$ cat src/design/tcfp_pkg.sv
// Constants, register map and types of the 16-bit timer CLEAR_ON_MATCH_MODE and fast PWM block.
package tcfp_pkg;
  localparam int AXI_DATA_W = 32;
  localparam int AXI_STRB_W = 4;
  typedef logic [15:0] tcfp_cnt_type;
  localparam tcfp_cnt_type CNT_ZERO = 16'h0000;
  localparam tcfp_cnt_type CNT_ONE  = 16'h0001;
  localparam tcfp_cnt_type CNT_MAX  = 16'hffff;
  localparam tcfp_cnt_type TOP_8B   = 16'h00ff;
  localparam tcfp_cnt_type TOP_9B   = 16'h01ff;
  localparam tcfp_cnt_type TOP_10B  = 16'h03ff;
  localparam int WS_W = 4;
  localparam logic [3:0] WS_NORMAL    = 4'h0;
  localparam logic [3:0] WS_CTC_CMPA  = 4'h4;
  localparam logic [3:0] WS_FAST_8B   = 4'h5;
  localparam logic [3:0] WS_FAST_9B   = 4'h6;
  localparam logic [3:0] WS_FAST_10B  = 4'h7;
  localparam logic [3:0] WS_CTC_CAP   = 4'hc;
  localparam logic [3:0] WS_RESERVED  = 4'hd;
  localparam logic [3:0] WS_FAST_CAP  = 4'he;
  localparam logic [3:0] WS_FAST_CMPA = 4'hf;
  localparam int ACT_W = 2;
  typedef enum logic [1:0] {
    ACT_NONE   = 2'b00,
    ACT_TOGGLE = 2'b01,
    ACT_NONINV = 2'b10,
    ACT_INV    = 2'b11
  } tcfp_action_type;
  localparam int CS_W = 3;
  localparam logic [2:0] CS_STOP    = 3'h0;
  localparam logic [2:0] CS_DIV1    = 3'h1;
  localparam logic [2:0] CS_DIV8    = 3'h2;
  localparam logic [2:0] CS_DIV64   = 3'h3;
  localparam logic [2:0] CS_DIV256  = 3'h4;
  localparam logic [2:0] CS_DIV1024 = 3'h5;
  localparam int PRESC_W = 10;
  localparam logic [9:0] PRESC_ZERO    = 10'h000;
  localparam logic [9:0] PRESC_ONE     = 10'h001;
  localparam logic [9:0] LAST_DIV8     = 10'h007;
  localparam logic [9:0] LAST_DIV64    = 10'h03f;
  localparam logic [9:0] LAST_DIV256   = 10'h0ff;
  localparam logic [9:0] LAST_DIV1024  = 10'h3ff;
  localparam logic [7:0] REG_CTRL   = 8'h00;
  localparam logic [7:0] REG_COUNT  = 8'h04;
  localparam logic [7:0] REG_CMPA   = 8'h08;
  localparam logic [7:0] REG_CMPB   = 8'h0c;
  localparam logic [7:0] REG_CAPTOP = 8'h10;
  localparam logic [7:0] REG_FLAGS  = 8'h14;
  localparam logic [7:0] REG_PORT   = 8'h18;
  localparam int CTRL_W = 11;
  localparam logic [10:0] CTRL_RST = 11'h000;
  localparam int CTRL_WS_LSB = 0;
  localparam int CTRL_ACTA_LSB = 4;
  localparam int CTRL_ACTB_LSB = 6;
  localparam int CTRL_CS_LSB = 8;
  localparam int FLG_W = 4;
  localparam int FLG_OVF = 0;
  localparam int FLG_CMPA = 1;
  localparam int FLG_CMPB = 2;
  localparam int FLG_CAP = 3;
  localparam int PORT_W = 4;
  localparam int PORT_DIR_A = 0;
  localparam int PORT_DIR_B = 1;
  localparam int PORT_DAT_A = 2;
  localparam int PORT_DAT_B = 3;
  localparam logic [1:0] RESP_OKAY   = 2'b00;
  localparam logic [1:0] RESP_SLVERR = 2'b10;
endpackage : tcfp_pkg

$ cat src/design/tcfp_chan_if.sv
// Signals between the timer core and one compare channel.
`timescale 1ns/1ps
interface tcfp_chan_if;
  import tcfp_pkg::*;
  logic            tick;
  tcfp_cnt_type    count;
  logic            block;
  logic            top_match;
  logic            fast;
  logic            pwm;
  logic            toggle_ok;
  tcfp_action_type action;
  logic            wr;
  tcfp_cnt_type    wdata;
  tcfp_cnt_type    active;
  tcfp_cnt_type    buffered;
  logic            wave;
  logic            match;
  modport timer (output tick, count, block, top_match, fast, pwm, toggle_ok, action, wr,
                 wdata, input active, buffered, wave, match);
  modport chan (input tick, count, block, top_match, fast, pwm, toggle_ok, action, wr,
                wdata, output active, buffered, wave, match);
endinterface : tcfp_chan_if

$ cat src/design/tcfp_chan.sv
// One compare channel: buffered compare value, match detect and waveform state.
`timescale 1ns/1ps
module tcfp_chan (
  input wire logic mclk,
  input wire logic arst_n,
  tcfp_chan_if.chan ch
);
  import tcfp_pkg::*;

  typedef struct packed {
    tcfp_cnt_type active;
    tcfp_cnt_type buffered;
    logic         wave;
  } tcfp_chan_state_type;

  tcfp_chan_state_type s_r;
  tcfp_chan_state_type s_nxt;

  // A value above TOP is reached, and so matches, only when the counter has been left above TOP.
  assign ch.match = ch.tick && !ch.block && (ch.count == s_r.active);
  assign ch.active = s_r.active;
  assign ch.buffered = s_r.buffered;
  assign ch.wave = s_r.wave;

  always_comb begin
    s_nxt = s_r;
    if (ch.wr) begin
      s_nxt.buffered = ch.wdata;
      if (!ch.pwm) begin
        s_nxt.active = ch.wdata;
      end
    end
    if (ch.pwm && ch.fast && ch.top_match) begin
      s_nxt.active = s_r.buffered;
    end
    // A match beats the wrap, which keeps a non-inverting or inverting output fixed when compare equals TOP.
    if (ch.fast) begin
      if (ch.match) begin
        case (ch.action)
          ACT_TOGGLE: s_nxt.wave = ch.toggle_ok ? !s_r.wave : s_r.wave;
          ACT_NONINV: s_nxt.wave = 1'b1;
          ACT_INV:    s_nxt.wave = 1'b0;
          default:    s_nxt.wave = s_r.wave;
        endcase
      end else if (ch.top_match) begin
        case (ch.action)
          ACT_NONINV: s_nxt.wave = 1'b0;
          ACT_INV:    s_nxt.wave = 1'b1;
          default:    s_nxt.wave = s_r.wave;
        endcase
      end
    end else if (ch.match) begin
      case (ch.action)
        ACT_TOGGLE: s_nxt.wave = !s_r.wave;
        ACT_NONINV: s_nxt.wave = 1'b0;
        ACT_INV:    s_nxt.wave = 1'b1;
        default:    s_nxt.wave = s_r.wave;
      endcase
    end
  end

  always_ff @(posedge mclk or negedge arst_n) begin
    if (!arst_n) begin
      s_r <= '{active: CNT_ZERO, buffered: CNT_ZERO, wave: 1'b0};
    end else begin
      s_r <= s_nxt;
    end
  end
endmodule : tcfp_chan

$ cat src/design/tcfp_top.sv
// Top of the 16-bit timer CLEAR_ON_MATCH_MODE and fast PWM block with its AXI4-Lite register slave.
//
// Register access over AXI4-Lite and the address map were decided locally.
`timescale 1ns/1ps
module tcfp_top #(
  parameter int ADDR_W = 8
) (
  input  wire logic                            mclk,
  input  wire logic                            arst_n,
  input  wire logic [ADDR_W-1:0]               s_axi_awaddr,
  input  wire logic                            s_axi_awvalid,
  output logic                                 s_axi_awready,
  input  wire logic [tcfp_pkg::AXI_DATA_W-1:0] s_axi_wdata,
  input  wire logic [tcfp_pkg::AXI_STRB_W-1:0] s_axi_wstrb,
  input  wire logic                            s_axi_wvalid,
  output logic                                 s_axi_wready,
  output logic [1:0]                           s_axi_bresp,
  output logic                                 s_axi_bvalid,
  input  wire logic                            s_axi_bready,
  input  wire logic [ADDR_W-1:0]               s_axi_araddr,
  input  wire logic                            s_axi_arvalid,
  output logic                                 s_axi_arready,
  output logic [tcfp_pkg::AXI_DATA_W-1:0]      s_axi_rdata,
  output logic [1:0]                           s_axi_rresp,
  output logic                                 s_axi_rvalid,
  input  wire logic                            s_axi_rready,
  output logic                                 wave_out_a,
  output logic                                 wave_out_a_oe,
  output logic                                 wave_out_b,
  output logic                                 wave_out_b_oe
);
  import tcfp_pkg::*;

  if (ADDR_W < 5 || ADDR_W > 32) begin : g_check
    $error("ADDR_W must lie between 5 and 32.");
  end

  typedef struct packed {
    logic [CTRL_W-1:0]     ctrl;
    tcfp_cnt_type          count;
    tcfp_cnt_type          captop;
    logic [FLG_W-1:0]      flags;
    logic [PORT_W-1:0]     port;
    logic [PRESC_W-1:0]    presc;
    logic                  block;
    logic                  awready;
    logic                  aw_got;
    logic [ADDR_W-1:0]     aw_addr;
    logic                  wready;
    logic                  w_got;
    logic [AXI_DATA_W-1:0] w_data;
    logic [AXI_STRB_W-1:0] w_strb;
    logic                  bvalid;
    logic [1:0]            bresp;
    logic                  arready;
    logic                  rvalid;
    logic [1:0]            rresp;
    logic [AXI_DATA_W-1:0] rdata;
    logic                  pin_a;
    logic                  pin_a_oe;
    logic                  pin_b;
    logic                  pin_b_oe;
  } tcfp_top_state_type;

  tcfp_top_state_type s_r;
  tcfp_top_state_type s_nxt;

  tcfp_chan_if cha ();
  tcfp_chan_if chb ();

  logic [WS_W-1:0]       ws;
  logic [CS_W-1:0]       cs;
  tcfp_action_type       act_a;
  tcfp_action_type       act_b;
  logic                  is_ctc;
  logic                  is_fast;
  logic                  is_pwm;
  logic                  tick;
  logic                  top_match;
  tcfp_cnt_type          top_v;
  tcfp_cnt_type          wmask;
  logic [PRESC_W-1:0]    presc_last;
  logic                  wr_go;
  logic [AXI_DATA_W-1:0] strb_mask;
  logic [AXI_DATA_W:0]   wr_cur;
  logic [AXI_DATA_W:0]   rd_cur;
  logic [AXI_DATA_W-1:0] wr_val;
  logic [ADDR_W-1:0]     wr_addr;
  logic                  cnt_wr;
  logic                  cmpa_wr;
  logic                  cmpb_wr;
  logic [FLG_W-1:0]      flag_clr;
  logic [FLG_W-1:0]      flag_set;

  // ==========================================================================
  // Register read decode
  function automatic logic [AXI_DATA_W:0] reg_rd(input logic [ADDR_W-1:0] a);
    logic [AXI_DATA_W:0] r;
    r = '0;
    r[AXI_DATA_W] = 1'b1;
    case ({a[ADDR_W-1:2], 2'b00})
      ADDR_W'(REG_CTRL):   r[CTRL_W-1:0] = s_r.ctrl;
      ADDR_W'(REG_COUNT):  r[15:0] = s_r.count;
      ADDR_W'(REG_CMPA):   r[15:0] = cha.buffered;
      ADDR_W'(REG_CMPB):   r[15:0] = chb.buffered;
      ADDR_W'(REG_CAPTOP): r[15:0] = s_r.captop;
      ADDR_W'(REG_FLAGS):  r[FLG_W-1:0] = s_r.flags;
      ADDR_W'(REG_PORT):   r[PORT_W+1:0] = {chb.wave, cha.wave, s_r.port};
      default:             r[AXI_DATA_W] = 1'b0;
    endcase
    return r;
  endfunction : reg_rd

  // ==========================================================================
  // Mode and write decode
  always_comb begin
    ws = s_r.ctrl[CTRL_WS_LSB +: WS_W];
    cs = s_r.ctrl[CTRL_CS_LSB +: CS_W];
    act_a = tcfp_action_type'(s_r.ctrl[CTRL_ACTA_LSB +: ACT_W]);
    act_b = tcfp_action_type'(s_r.ctrl[CTRL_ACTB_LSB +: ACT_W]);
    is_ctc = (ws == WS_CTC_CMPA) || (ws == WS_CTC_CAP);
    is_fast = (ws == WS_FAST_8B) || (ws == WS_FAST_9B) || (ws == WS_FAST_10B)
           || (ws == WS_FAST_CAP) || (ws == WS_FAST_CMPA);
    is_pwm = !((ws == WS_NORMAL) || is_ctc || (ws == WS_RESERVED));
    case (ws)
      WS_CTC_CMPA, WS_FAST_CMPA: top_v = cha.active;
      WS_CTC_CAP, WS_FAST_CAP:   top_v = s_r.captop;
      WS_FAST_8B:                top_v = TOP_8B;
      WS_FAST_9B:                top_v = TOP_9B;
      WS_FAST_10B:               top_v = TOP_10B;
      default:                   top_v = CNT_MAX;
    endcase
    case (ws)
      WS_FAST_8B:  wmask = TOP_8B;
      WS_FAST_9B:  wmask = TOP_9B;
      WS_FAST_10B: wmask = TOP_10B;
      default:     wmask = CNT_MAX;
    endcase
    case (cs)
      CS_DIV8:    presc_last = LAST_DIV8;
      CS_DIV64:   presc_last = LAST_DIV64;
      CS_DIV256:  presc_last = LAST_DIV256;
      CS_DIV1024: presc_last = LAST_DIV1024;
      default:    presc_last = PRESC_ZERO;
    endcase
    tick = (cs != CS_STOP) && (cs <= CS_DIV1024) && (s_r.presc == presc_last);
    // Exact equality only: a TOP written below the count is passed by.
    top_match = tick && !s_r.block && (is_ctc || is_fast) && (s_r.count == top_v);
    for (int i = 0; i < AXI_STRB_W; i++) begin
      strb_mask[8*i +: 8] = {8{s_r.w_strb[i]}};
    end
    wr_go = s_r.aw_got && s_r.w_got && !s_r.bvalid;
    wr_addr = {s_r.aw_addr[ADDR_W-1:2], 2'b00};
    wr_cur = reg_rd(s_r.aw_addr);
    wr_val = (wr_cur[AXI_DATA_W-1:0] & ~strb_mask) | (s_r.w_data & strb_mask);
    cnt_wr = wr_go && (wr_addr == ADDR_W'(REG_COUNT));
    cmpa_wr = wr_go && (wr_addr == ADDR_W'(REG_CMPA));
    cmpb_wr = wr_go && (wr_addr == ADDR_W'(REG_CMPB));
    flag_clr = (wr_go && (wr_addr == ADDR_W'(REG_FLAGS)))
             ? (s_r.w_data[FLG_W-1:0] & strb_mask[FLG_W-1:0]) : '0;
    flag_set = '0;
    flag_set[FLG_OVF] = is_fast ? top_match
                                : (tick && (s_r.count == CNT_MAX));
    flag_set[FLG_CMPA] = cha.match;
    flag_set[FLG_CMPB] = chb.match;
    flag_set[FLG_CAP] = top_match && ((ws == WS_CTC_CAP) || (ws == WS_FAST_CAP));
    rd_cur = reg_rd(s_axi_araddr);
  end

  assign cha.tick = tick;
  assign cha.count = s_r.count;
  assign cha.block = s_r.block;
  assign cha.top_match = top_match;
  assign cha.fast = is_fast;
  assign cha.pwm = is_pwm;
  assign cha.toggle_ok = (ws == WS_FAST_CMPA);
  assign cha.action = act_a;
  assign cha.wr = cmpa_wr;
  assign cha.wdata = wr_val[15:0] & wmask;
  assign chb.tick = tick;
  assign chb.count = s_r.count;
  assign chb.block = s_r.block;
  assign chb.top_match = top_match;
  assign chb.fast = is_fast;
  assign chb.pwm = is_pwm;
  assign chb.toggle_ok = 1'b0;
  assign chb.action = act_b;
  assign chb.wr = cmpb_wr;
  assign chb.wdata = wr_val[15:0] & wmask;

  tcfp_chan u_chan_a (
    .mclk   (mclk),
    .arst_n (arst_n),
    .ch     (cha.chan)
  );

  tcfp_chan u_chan_b (
    .mclk   (mclk),
    .arst_n (arst_n),
    .ch     (chb.chan)
  );

  // ==========================================================================
  // Next state
  always_comb begin
    s_nxt = s_r;
    s_nxt.presc = ((cs == CS_STOP) || (s_r.presc == presc_last))
                ? PRESC_ZERO : s_r.presc + PRESC_ONE;
    // A counter write blocks every match on the next timer tick.
    if (cnt_wr) begin
      s_nxt.count = wr_val[15:0];
      s_nxt.block = 1'b1;
    end else if (tick) begin
      s_nxt.block = 1'b0;
      s_nxt.count = top_match ? CNT_ZERO : s_r.count + CNT_ONE;
    end
    s_nxt.flags = (s_r.flags & ~flag_clr) | flag_set;
    if (s_axi_awvalid && s_r.awready) begin
      s_nxt.aw_got = 1'b1;
      s_nxt.aw_addr = s_axi_awaddr;
    end
    if (s_axi_wvalid && s_r.wready) begin
      s_nxt.w_got = 1'b1;
      s_nxt.w_data = s_axi_wdata;
      s_nxt.w_strb = s_axi_wstrb;
    end
    if (wr_go) begin
      s_nxt.aw_got = 1'b0;
      s_nxt.w_got = 1'b0;
      s_nxt.bvalid = 1'b1;
      s_nxt.bresp = wr_cur[AXI_DATA_W] ? RESP_OKAY : RESP_SLVERR;
      case (wr_addr)
        ADDR_W'(REG_CTRL):   s_nxt.ctrl = wr_val[CTRL_W-1:0];
        ADDR_W'(REG_CAPTOP): s_nxt.captop = wr_val[15:0];
        ADDR_W'(REG_PORT):   s_nxt.port = wr_val[PORT_W-1:0];
        default:             s_nxt.port = s_r.port;
      endcase
    end else if (s_r.bvalid && s_axi_bready) begin
      s_nxt.bvalid = 1'b0;
    end
    if (s_axi_arvalid && s_r.arready) begin
      s_nxt.rvalid = 1'b1;
      s_nxt.rdata = rd_cur[AXI_DATA_W-1:0];
      s_nxt.rresp = rd_cur[AXI_DATA_W] ? RESP_OKAY : RESP_SLVERR;
    end else if (s_r.rvalid && s_axi_rready) begin
      s_nxt.rvalid = 1'b0;
    end
    s_nxt.awready = !s_nxt.aw_got && !s_nxt.bvalid;
    s_nxt.wready = !s_nxt.w_got && !s_nxt.bvalid;
    s_nxt.arready = !s_nxt.rvalid;
    s_nxt.pin_a = (act_a != ACT_NONE) ? cha.wave : s_r.port[PORT_DAT_A];
    s_nxt.pin_b = (act_b != ACT_NONE) ? chb.wave : s_r.port[PORT_DAT_B];
    s_nxt.pin_a_oe = s_r.port[PORT_DIR_A];
    s_nxt.pin_b_oe = s_r.port[PORT_DIR_B];
  end

  always_ff @(posedge mclk or negedge arst_n) begin
    if (!arst_n) begin
      s_r <= '0;
      s_r.ctrl <= CTRL_RST;
      s_r.awready <= 1'b1;
      s_r.wready <= 1'b1;
      s_r.arready <= 1'b1;
    end else begin
      s_r <= s_nxt;
    end
  end

  assign s_axi_awready = s_r.awready;
  assign s_axi_wready = s_r.wready;
  assign s_axi_bresp = s_r.bresp;
  assign s_axi_bvalid = s_r.bvalid;
  assign s_axi_arready = s_r.arready;
  assign s_axi_rdata = s_r.rdata;
  assign s_axi_rresp = s_r.rresp;
  assign s_axi_rvalid = s_r.rvalid;
  assign wave_out_a = s_r.pin_a;
  assign wave_out_a_oe = s_r.pin_a_oe;
  assign wave_out_b = s_r.pin_b;
  assign wave_out_b_oe = s_r.pin_b_oe;
endmodule : tcfp_top
$ cat config.mk
export PLATFORM = sky130hd
export DESIGN_NAME = tcfp_top
export DESIGN_NICKNAME = d
export VERILOG_FILES = /design/src/design/tcfp_pkg.sv /design/src/design/tcfp_chan_if.sv /design/src/design/tcfp_chan.sv /design/src/design/tcfp_top.sv
export SDC_FILE = /design/constraint.sdc
export NUM_CORES = 1
export LEC_CHECK = 0
export ABC_CLOCK_PERIOD_IN_PS = 4700
export BUFFER_PORTS_ARGS = -buffer_cell sky130_fd_sc_hd__buf_2
export CORE_UTILIZATION = 60
export DETAILED_ROUTE_END_ITERATION = 10
export PLACE_DENSITY = 0.81
export SLEW_MARGIN = 20
export SYNTH_ARGS = -nofsm -noshare
export SYNTH_HDL_FRONTEND = slang
export SYNTH_HIERARCHICAL = 1
export SYNTH_SLANG_ARGS = --single-unit
$ cat constraint.sdc
create_clock -name mclk -period 4.7 [get_ports mclk]
set_clock_uncertainty 0.05 [all_clocks]
set_input_delay 0.47 -clock mclk [delete_from_list [all_inputs] [get_ports mclk]]
set_output_delay 0.47 -clock mclk [all_outputs]
set_load 0.05 [all_outputs]
# == Yosys cells after proc, flatten, opt, wreduce, memory -nomap -nowiden ==
# Index checks and enable logic that the tools add are counted.
# totals
input_bits,59
ff_bits,203
wordCells,206
# op_classes
muxes,53
bitwise,9
order_cmp,1
reduce_logical,74
n_eq_ne,37
addsub,2
# op_table
operator,count
2-to-1 mux 16 bit,6
case mux 16 bit (5 select lines),1
2-to-1 mux 32 bit,2
case mux 4 bit (7 select lines),2
case mux 5 bit (5 select lines),2
AND 16 bit,3
== test 16 bit,3
case mux 16 bit (3 select lines),1
case mux 10 bit (4 select lines),1
case mux 5 bit (4 select lines),2
2-to-1 mux 37 bit,1
"== test 6 x 3 -> 1 bit, second input constant",6
"== test 6 x 2 -> 1 bit, second input constant",4
logical AND 1 bit,24
case mux 2 bit (6 select lines),2
2-to-1 mux 1 bit,22
nonzero test 2 bit,10
"adder 16 x 1 -> 16 bit, second input constant",1
"== test 16 bit, second input constant",1
"== test 4 x 3 -> 1 bit, second input constant",4
"== test 4 bit, second input constant",4
inverter 16 bit,1
OR 16 bit,1
nonzero test 3 bit,5
29 further kinds,67

# == Logic depth before layout (Yosys ltp) ==
# depth
word_depth,11
depth_mapped,15

# == Modules after synthesis ==
# Netlist, hierarchy kept.
# by_module_without_submodules
module,instances,area_each_um2,cells_each
tcfp_top,1,7517.2,817
tcfp_chan,2,1562.7,145

# == Least setup slack after synthesis ==
# Ideal clock, no wire load.
# synth_path
path_kind,reg2reg
start,"register s_r, in the netlist cs[1]"
end,"register u_chan_a.s_r, in the netlist u_chan_a/ch.active[0]"
t_arrival_ns,3.808
path_stages_with_launch,16
synth_period_minus_slack_ns,3.982
setup_ns,0.124
slack_ns,0.718
path_cell_list,dfrtp_1 > inv_1 > ha_1 > nor4bb_1 > mux2i_1 > o2111ai_1 > or3_1 > clkbuf_1 > clkbuf_1 > nor4b_1 > and3_1 > clkbuf_1 > nor2_1 > clkbuf_1 > nand2_1 > nand2_1
# synth_between
elab_chain_len,10
# synth_lines
element,line_no,source
start: declaration,tcfp_top.sv:65,tcfp_top_state_type s_r;
start signal: assignment,tcfp_top.sv:265,s_r <= s_nxt;
== test 3 bit / == test 3 x 2 -> 1 bit (equally long branches),tcfp_top.sv:139,case (cs)
case mux 10 bit (4 select lines),tcfp_top.sv:139,
== test 10 bit,tcfp_top.sv:146,tick = (cs != CS_STOP) && (cs <= CS_DIV1024) && (s_r.presc == presc_last);
logical AND 1 bit (*),tcfp_top.sv:146,
logical AND 1 bit (*) (3 in a row),tcfp_top.sv:148,top_match = tick && !s_r.block && (is_ctc || is_fast) && (s_r.count == top_v);
net cha.top_match,tcfp_chan_if.sv:8,logic top_match;
logical AND 1 bit (*),tcfp_chan.sv:33,if (ch.pwm && ch.fast && ch.top_match) begin
nonzero test 2 bit (no line),--,
AND reduction 2 bit (no line),--,
end signal: assignment,tcfp_chan.sv:64,"s_r <= '{active: CNT_ZERO, buffered: CNT_ZERO, wave: 1'b0};"
end signal: assignment,tcfp_chan.sv:66,s_r <= s_nxt;
end: declaration,tcfp_chan.sv:16,tcfp_chan_state_type s_r;
# Mark *: on every way through the listed nets, which the timed path passes. The rest lies on a longest branch.
# A chain may end at the register's enable or synchronous reset.

# == Final worst setup path ==
# layout_path
start,"register s_r, in the netlist cs[1]"
end,"register u_chan_b.s_r, in the netlist u_chan_b/ch.active[2]"
# layout_between
elab_chain_len,10
# layout_lines
element,line_no
== test 3 bit / == test 3 x 2 -> 1 bit (equally long branches),tcfp_top.sv:139
case mux 10 bit (4 select lines),tcfp_top.sv:139
== test 10 bit,tcfp_top.sv:146
logical AND 1 bit (*),tcfp_top.sv:146
logical AND 1 bit (*) (3 in a row),tcfp_top.sv:148
net cha.top_match,tcfp_chan_if.sv:8
logical AND 1 bit (*),tcfp_chan.sv:33
nonzero test 2 bit (no line),--
AND reduction 2 bit (no line),--
end signal: assignment,tcfp_chan.sv:64
end signal: assignment,tcfp_chan.sv:66
end: declaration,tcfp_chan.sv:16
# Marked as above.

==> impl_metrics.yaml <==
power:
  powerDensity_nw_per_um2: 576
  leakagePower_nw: 5.22
  ir_drop_v: 0.000320
  finalPower_mw: 6.66
finish:
  syn2layout_area_growth_pct: 8.77
  diodes: 0
  final_area_um2: 11600
  fin_cells: 1366
  n_fill_cell: 1344
  layout-drive-gt1-share_pct: 20.1
  fin_nets: 1192
clock_network:
  cts_buffer_depth: 2
  ctsRootBufferMaster: "clkbuf_16"
  cts.sinks: 181
  cts_buffers: 17
  insertion_delay_ps: 440
  cts.clk_slew.worst_paths_ps: 70
  htreeDepth: 4
  cts_resized: 0
  ctsHoldBuffers: 0
  cts_tree: "built"
  cts_setup_buffers: 0
global_routing:
  grt_max_degree: 103
  globalRouteOverflowTotal: 0
  antenna_found_initial: 0
  grt_pass1_vias: 8749
  grt_usage_pct: 35.9
  grt_pass1_wl_mm: 49.1
status:
  outcome: "completed"
sta:
  rsz0062_at_grt: "no"
  fin_crit_sh_pct: 91.1
  final-setup-viol-count: 0
  worst_slew_pin_slew_ps: 1120
  finalHoldViolations: 0
  clock.fmax_mhz: 234
  fin_ws_ps: 418
  drv_slew: 0
  final.setup.tns_ps: 0
  min_period_ps: 4280
  slew_headroom_pct: 25.3
drt:
  wire_per_inst_um: 23.2
  routed_via_density: 6.80
  wirelength_mm: 31.7
  dr.pass1.iters: 6
  route.detailed.drc: 0
  via_count: 9287
  drt-initial-drc-count: 1374
  antenna_left: 0
place:
  place_ws_ps: 776
  place_hpwl_mm: 21.3
  port-buffer-count: 63
  gp_congestion: 0.988
  postPlaceCellArea_um2: 11000
  dp.cells: 1334
setup_path:
  r2r-start: "cs[1]$_DFFE_PN0P_"
  cpPeakStageDelay_ps: 670
  worstSetupPathType: "reg -> reg"
  required_ps: 5020
  r2r_slack_ps: 420
  critPathBufInv: 3
  startpoint: "cs[1]$_DFFE_PN0P_"
  critPathArrivalTime_ps: 4600
  critPathMostFrequentCell: "buf_4"
  crit_chain: "inv_1 -> ha_1 -> nor4bb_1 -> mux2i_1 -> o2111ai_1 -> or3_1 -> nor4b_1 -> buf_4 -> and3_1 -> buf_4 -> a22oi_1 -> nand2_1"
  worstSetupEndpointType: "register"
  slowest_stage: "or3_1"
  crit_fanout: 14
  cpLargestDelayFamily: "simple AND/OR/NAND/NOR gates"
  startpoint_type: "register"
logic_synthesis:
  netlist_top_cells_count: "dfrtp_1, nand2_1, mux2_2"
  ys_seq_elements: 181
  syn_area_um2: 10600
  synth_most_common_cell: "dfrtp_1"
  yosysTopAreaCell: "dfrtp_1"
  postSynthAreaPerCell_um2: 9.61
  ys_async_sr_fraction_pct: 100
  synth_edf_count: 0
  netlist_instances: 1107
  seq_area_frac_synth_pct: 42.6
  ys_warn_count: 6
  synthDistinctLibCells: 68
  synth_area_leaders: "dfrtp_1, mux2_2, nand2_1, a22oi_1, o21ai_0"
  ys.flop_type: "dfrtp_1"
  synth_top_cell_area_share_pct: 41.9
job:
  maxCapViolations: 0
floorplan:
  num_rows: 48
  coreArea_um2: 17300
  initial_utilization_pct: 61.5
  fp.dieW_um: 135
  die_area_um2: 18300
  fp.dieH_um: 135
  io-pin-count: 104
min_path:
  worstHoldPathType: "in -> async"
-- power breakdown --
group	leakage (nW)	total, mW	switching [mW]	internal [mW]
sequential	2.38	2.66	0.671	1.99
combinational	2.56	2.53	1.49	1.04
clock	0.284	1.47	0.626	0.842
total	5.22	6.66	2.79	3.88
-- stage by stage --
step	hold slack [ps]	util, %
CTS	136	66.9
detailed placement	367	63.5
finish	87.4	66.9
floorplan	124	-
global route	171	66.9
global placement	370	63.5
-- cell type report --
type	instances	area (µm²)	area share [%]
multi-input combinational	815	5560	48.0
sequential	181	4530	39.2
timing repair buffer	89	517	4.46
clock buffer	25	495	4.28
tap	225	282	2.43
clock inverter	7	97.6	0.843
inverter	24	90.1	0.778
-- flip-flops by register name, indices dropped and copies added (netlist names), 2 cells and up --
signal and count:
u_chan_a/ch.buffered 16, s_axi_rdata 16, act_b 2, s_nxt 2, cs 3, u_chan_b/ch.active 16
u_chan_a/ch.active 16, act_a 2, s_r 62, u_chan_b/ch.buffered 16, cha.count 16
-- final timing paths --
| path | end | cells past startpoint |
|---|---|---|
| setup / recovery | u_chan_b/ch.active[2]$_DFFE_PN0P_ | 12 |
| setup reg to reg | u_chan_b/ch.active[2]$_DFFE_PN0P_ | 12 |
| hold reg to reg | wave_out_b_oe$_DFF_PN0_ | 0 |
| hold / removal | s_axi_rdata[1]$_DFFE_PN0P_ | 1 |
| max in group asynchronous | u_chan_b/ch.buffered[15]$_DFFE_PN0P_ | 2 |
| min in group mclk | s_axi_rvalid$_DFF_PN0_ | 2 |
-- layer usage --
metal  part of all wire (%)  GRT usage [%]  wire length [µm]  up-vias
li1                       -              -                 -     4017
met4                    4.8           16.9              1530        0
met5                      0              0                 0        -
met2                     45           54.4             14200      624
met1                     39           48.8             12300     4517
met3                     12           8.42              3650      129
-- cells in the final DEF, fill, tap and decap left out, types with 26 or more instances in the layout --
cell,n
dfrtp_1,178
nand2_1,141
mux2_2,77
nor2_1,70
o21ai_0,66
buf_2,62
a22oi_1,49
xor2_1,37
nand3_1,32
a21oi_1,27
nor3_1,26
mux2i_1,26
buf_4,26
-- cell families after synthesis --
logic type	Yosys count	share of synthesized area, %
simple gates	389	18.2
buf+inv	129	6.02
mux	117	13.6
compound gates	233	14.7
flops	181	42.6
xor+xnor	52	4.28
other cells	1	0.0352
fa+ha+maj	5	0.588
Note: power is estimated with default switching activity, not from simulation.
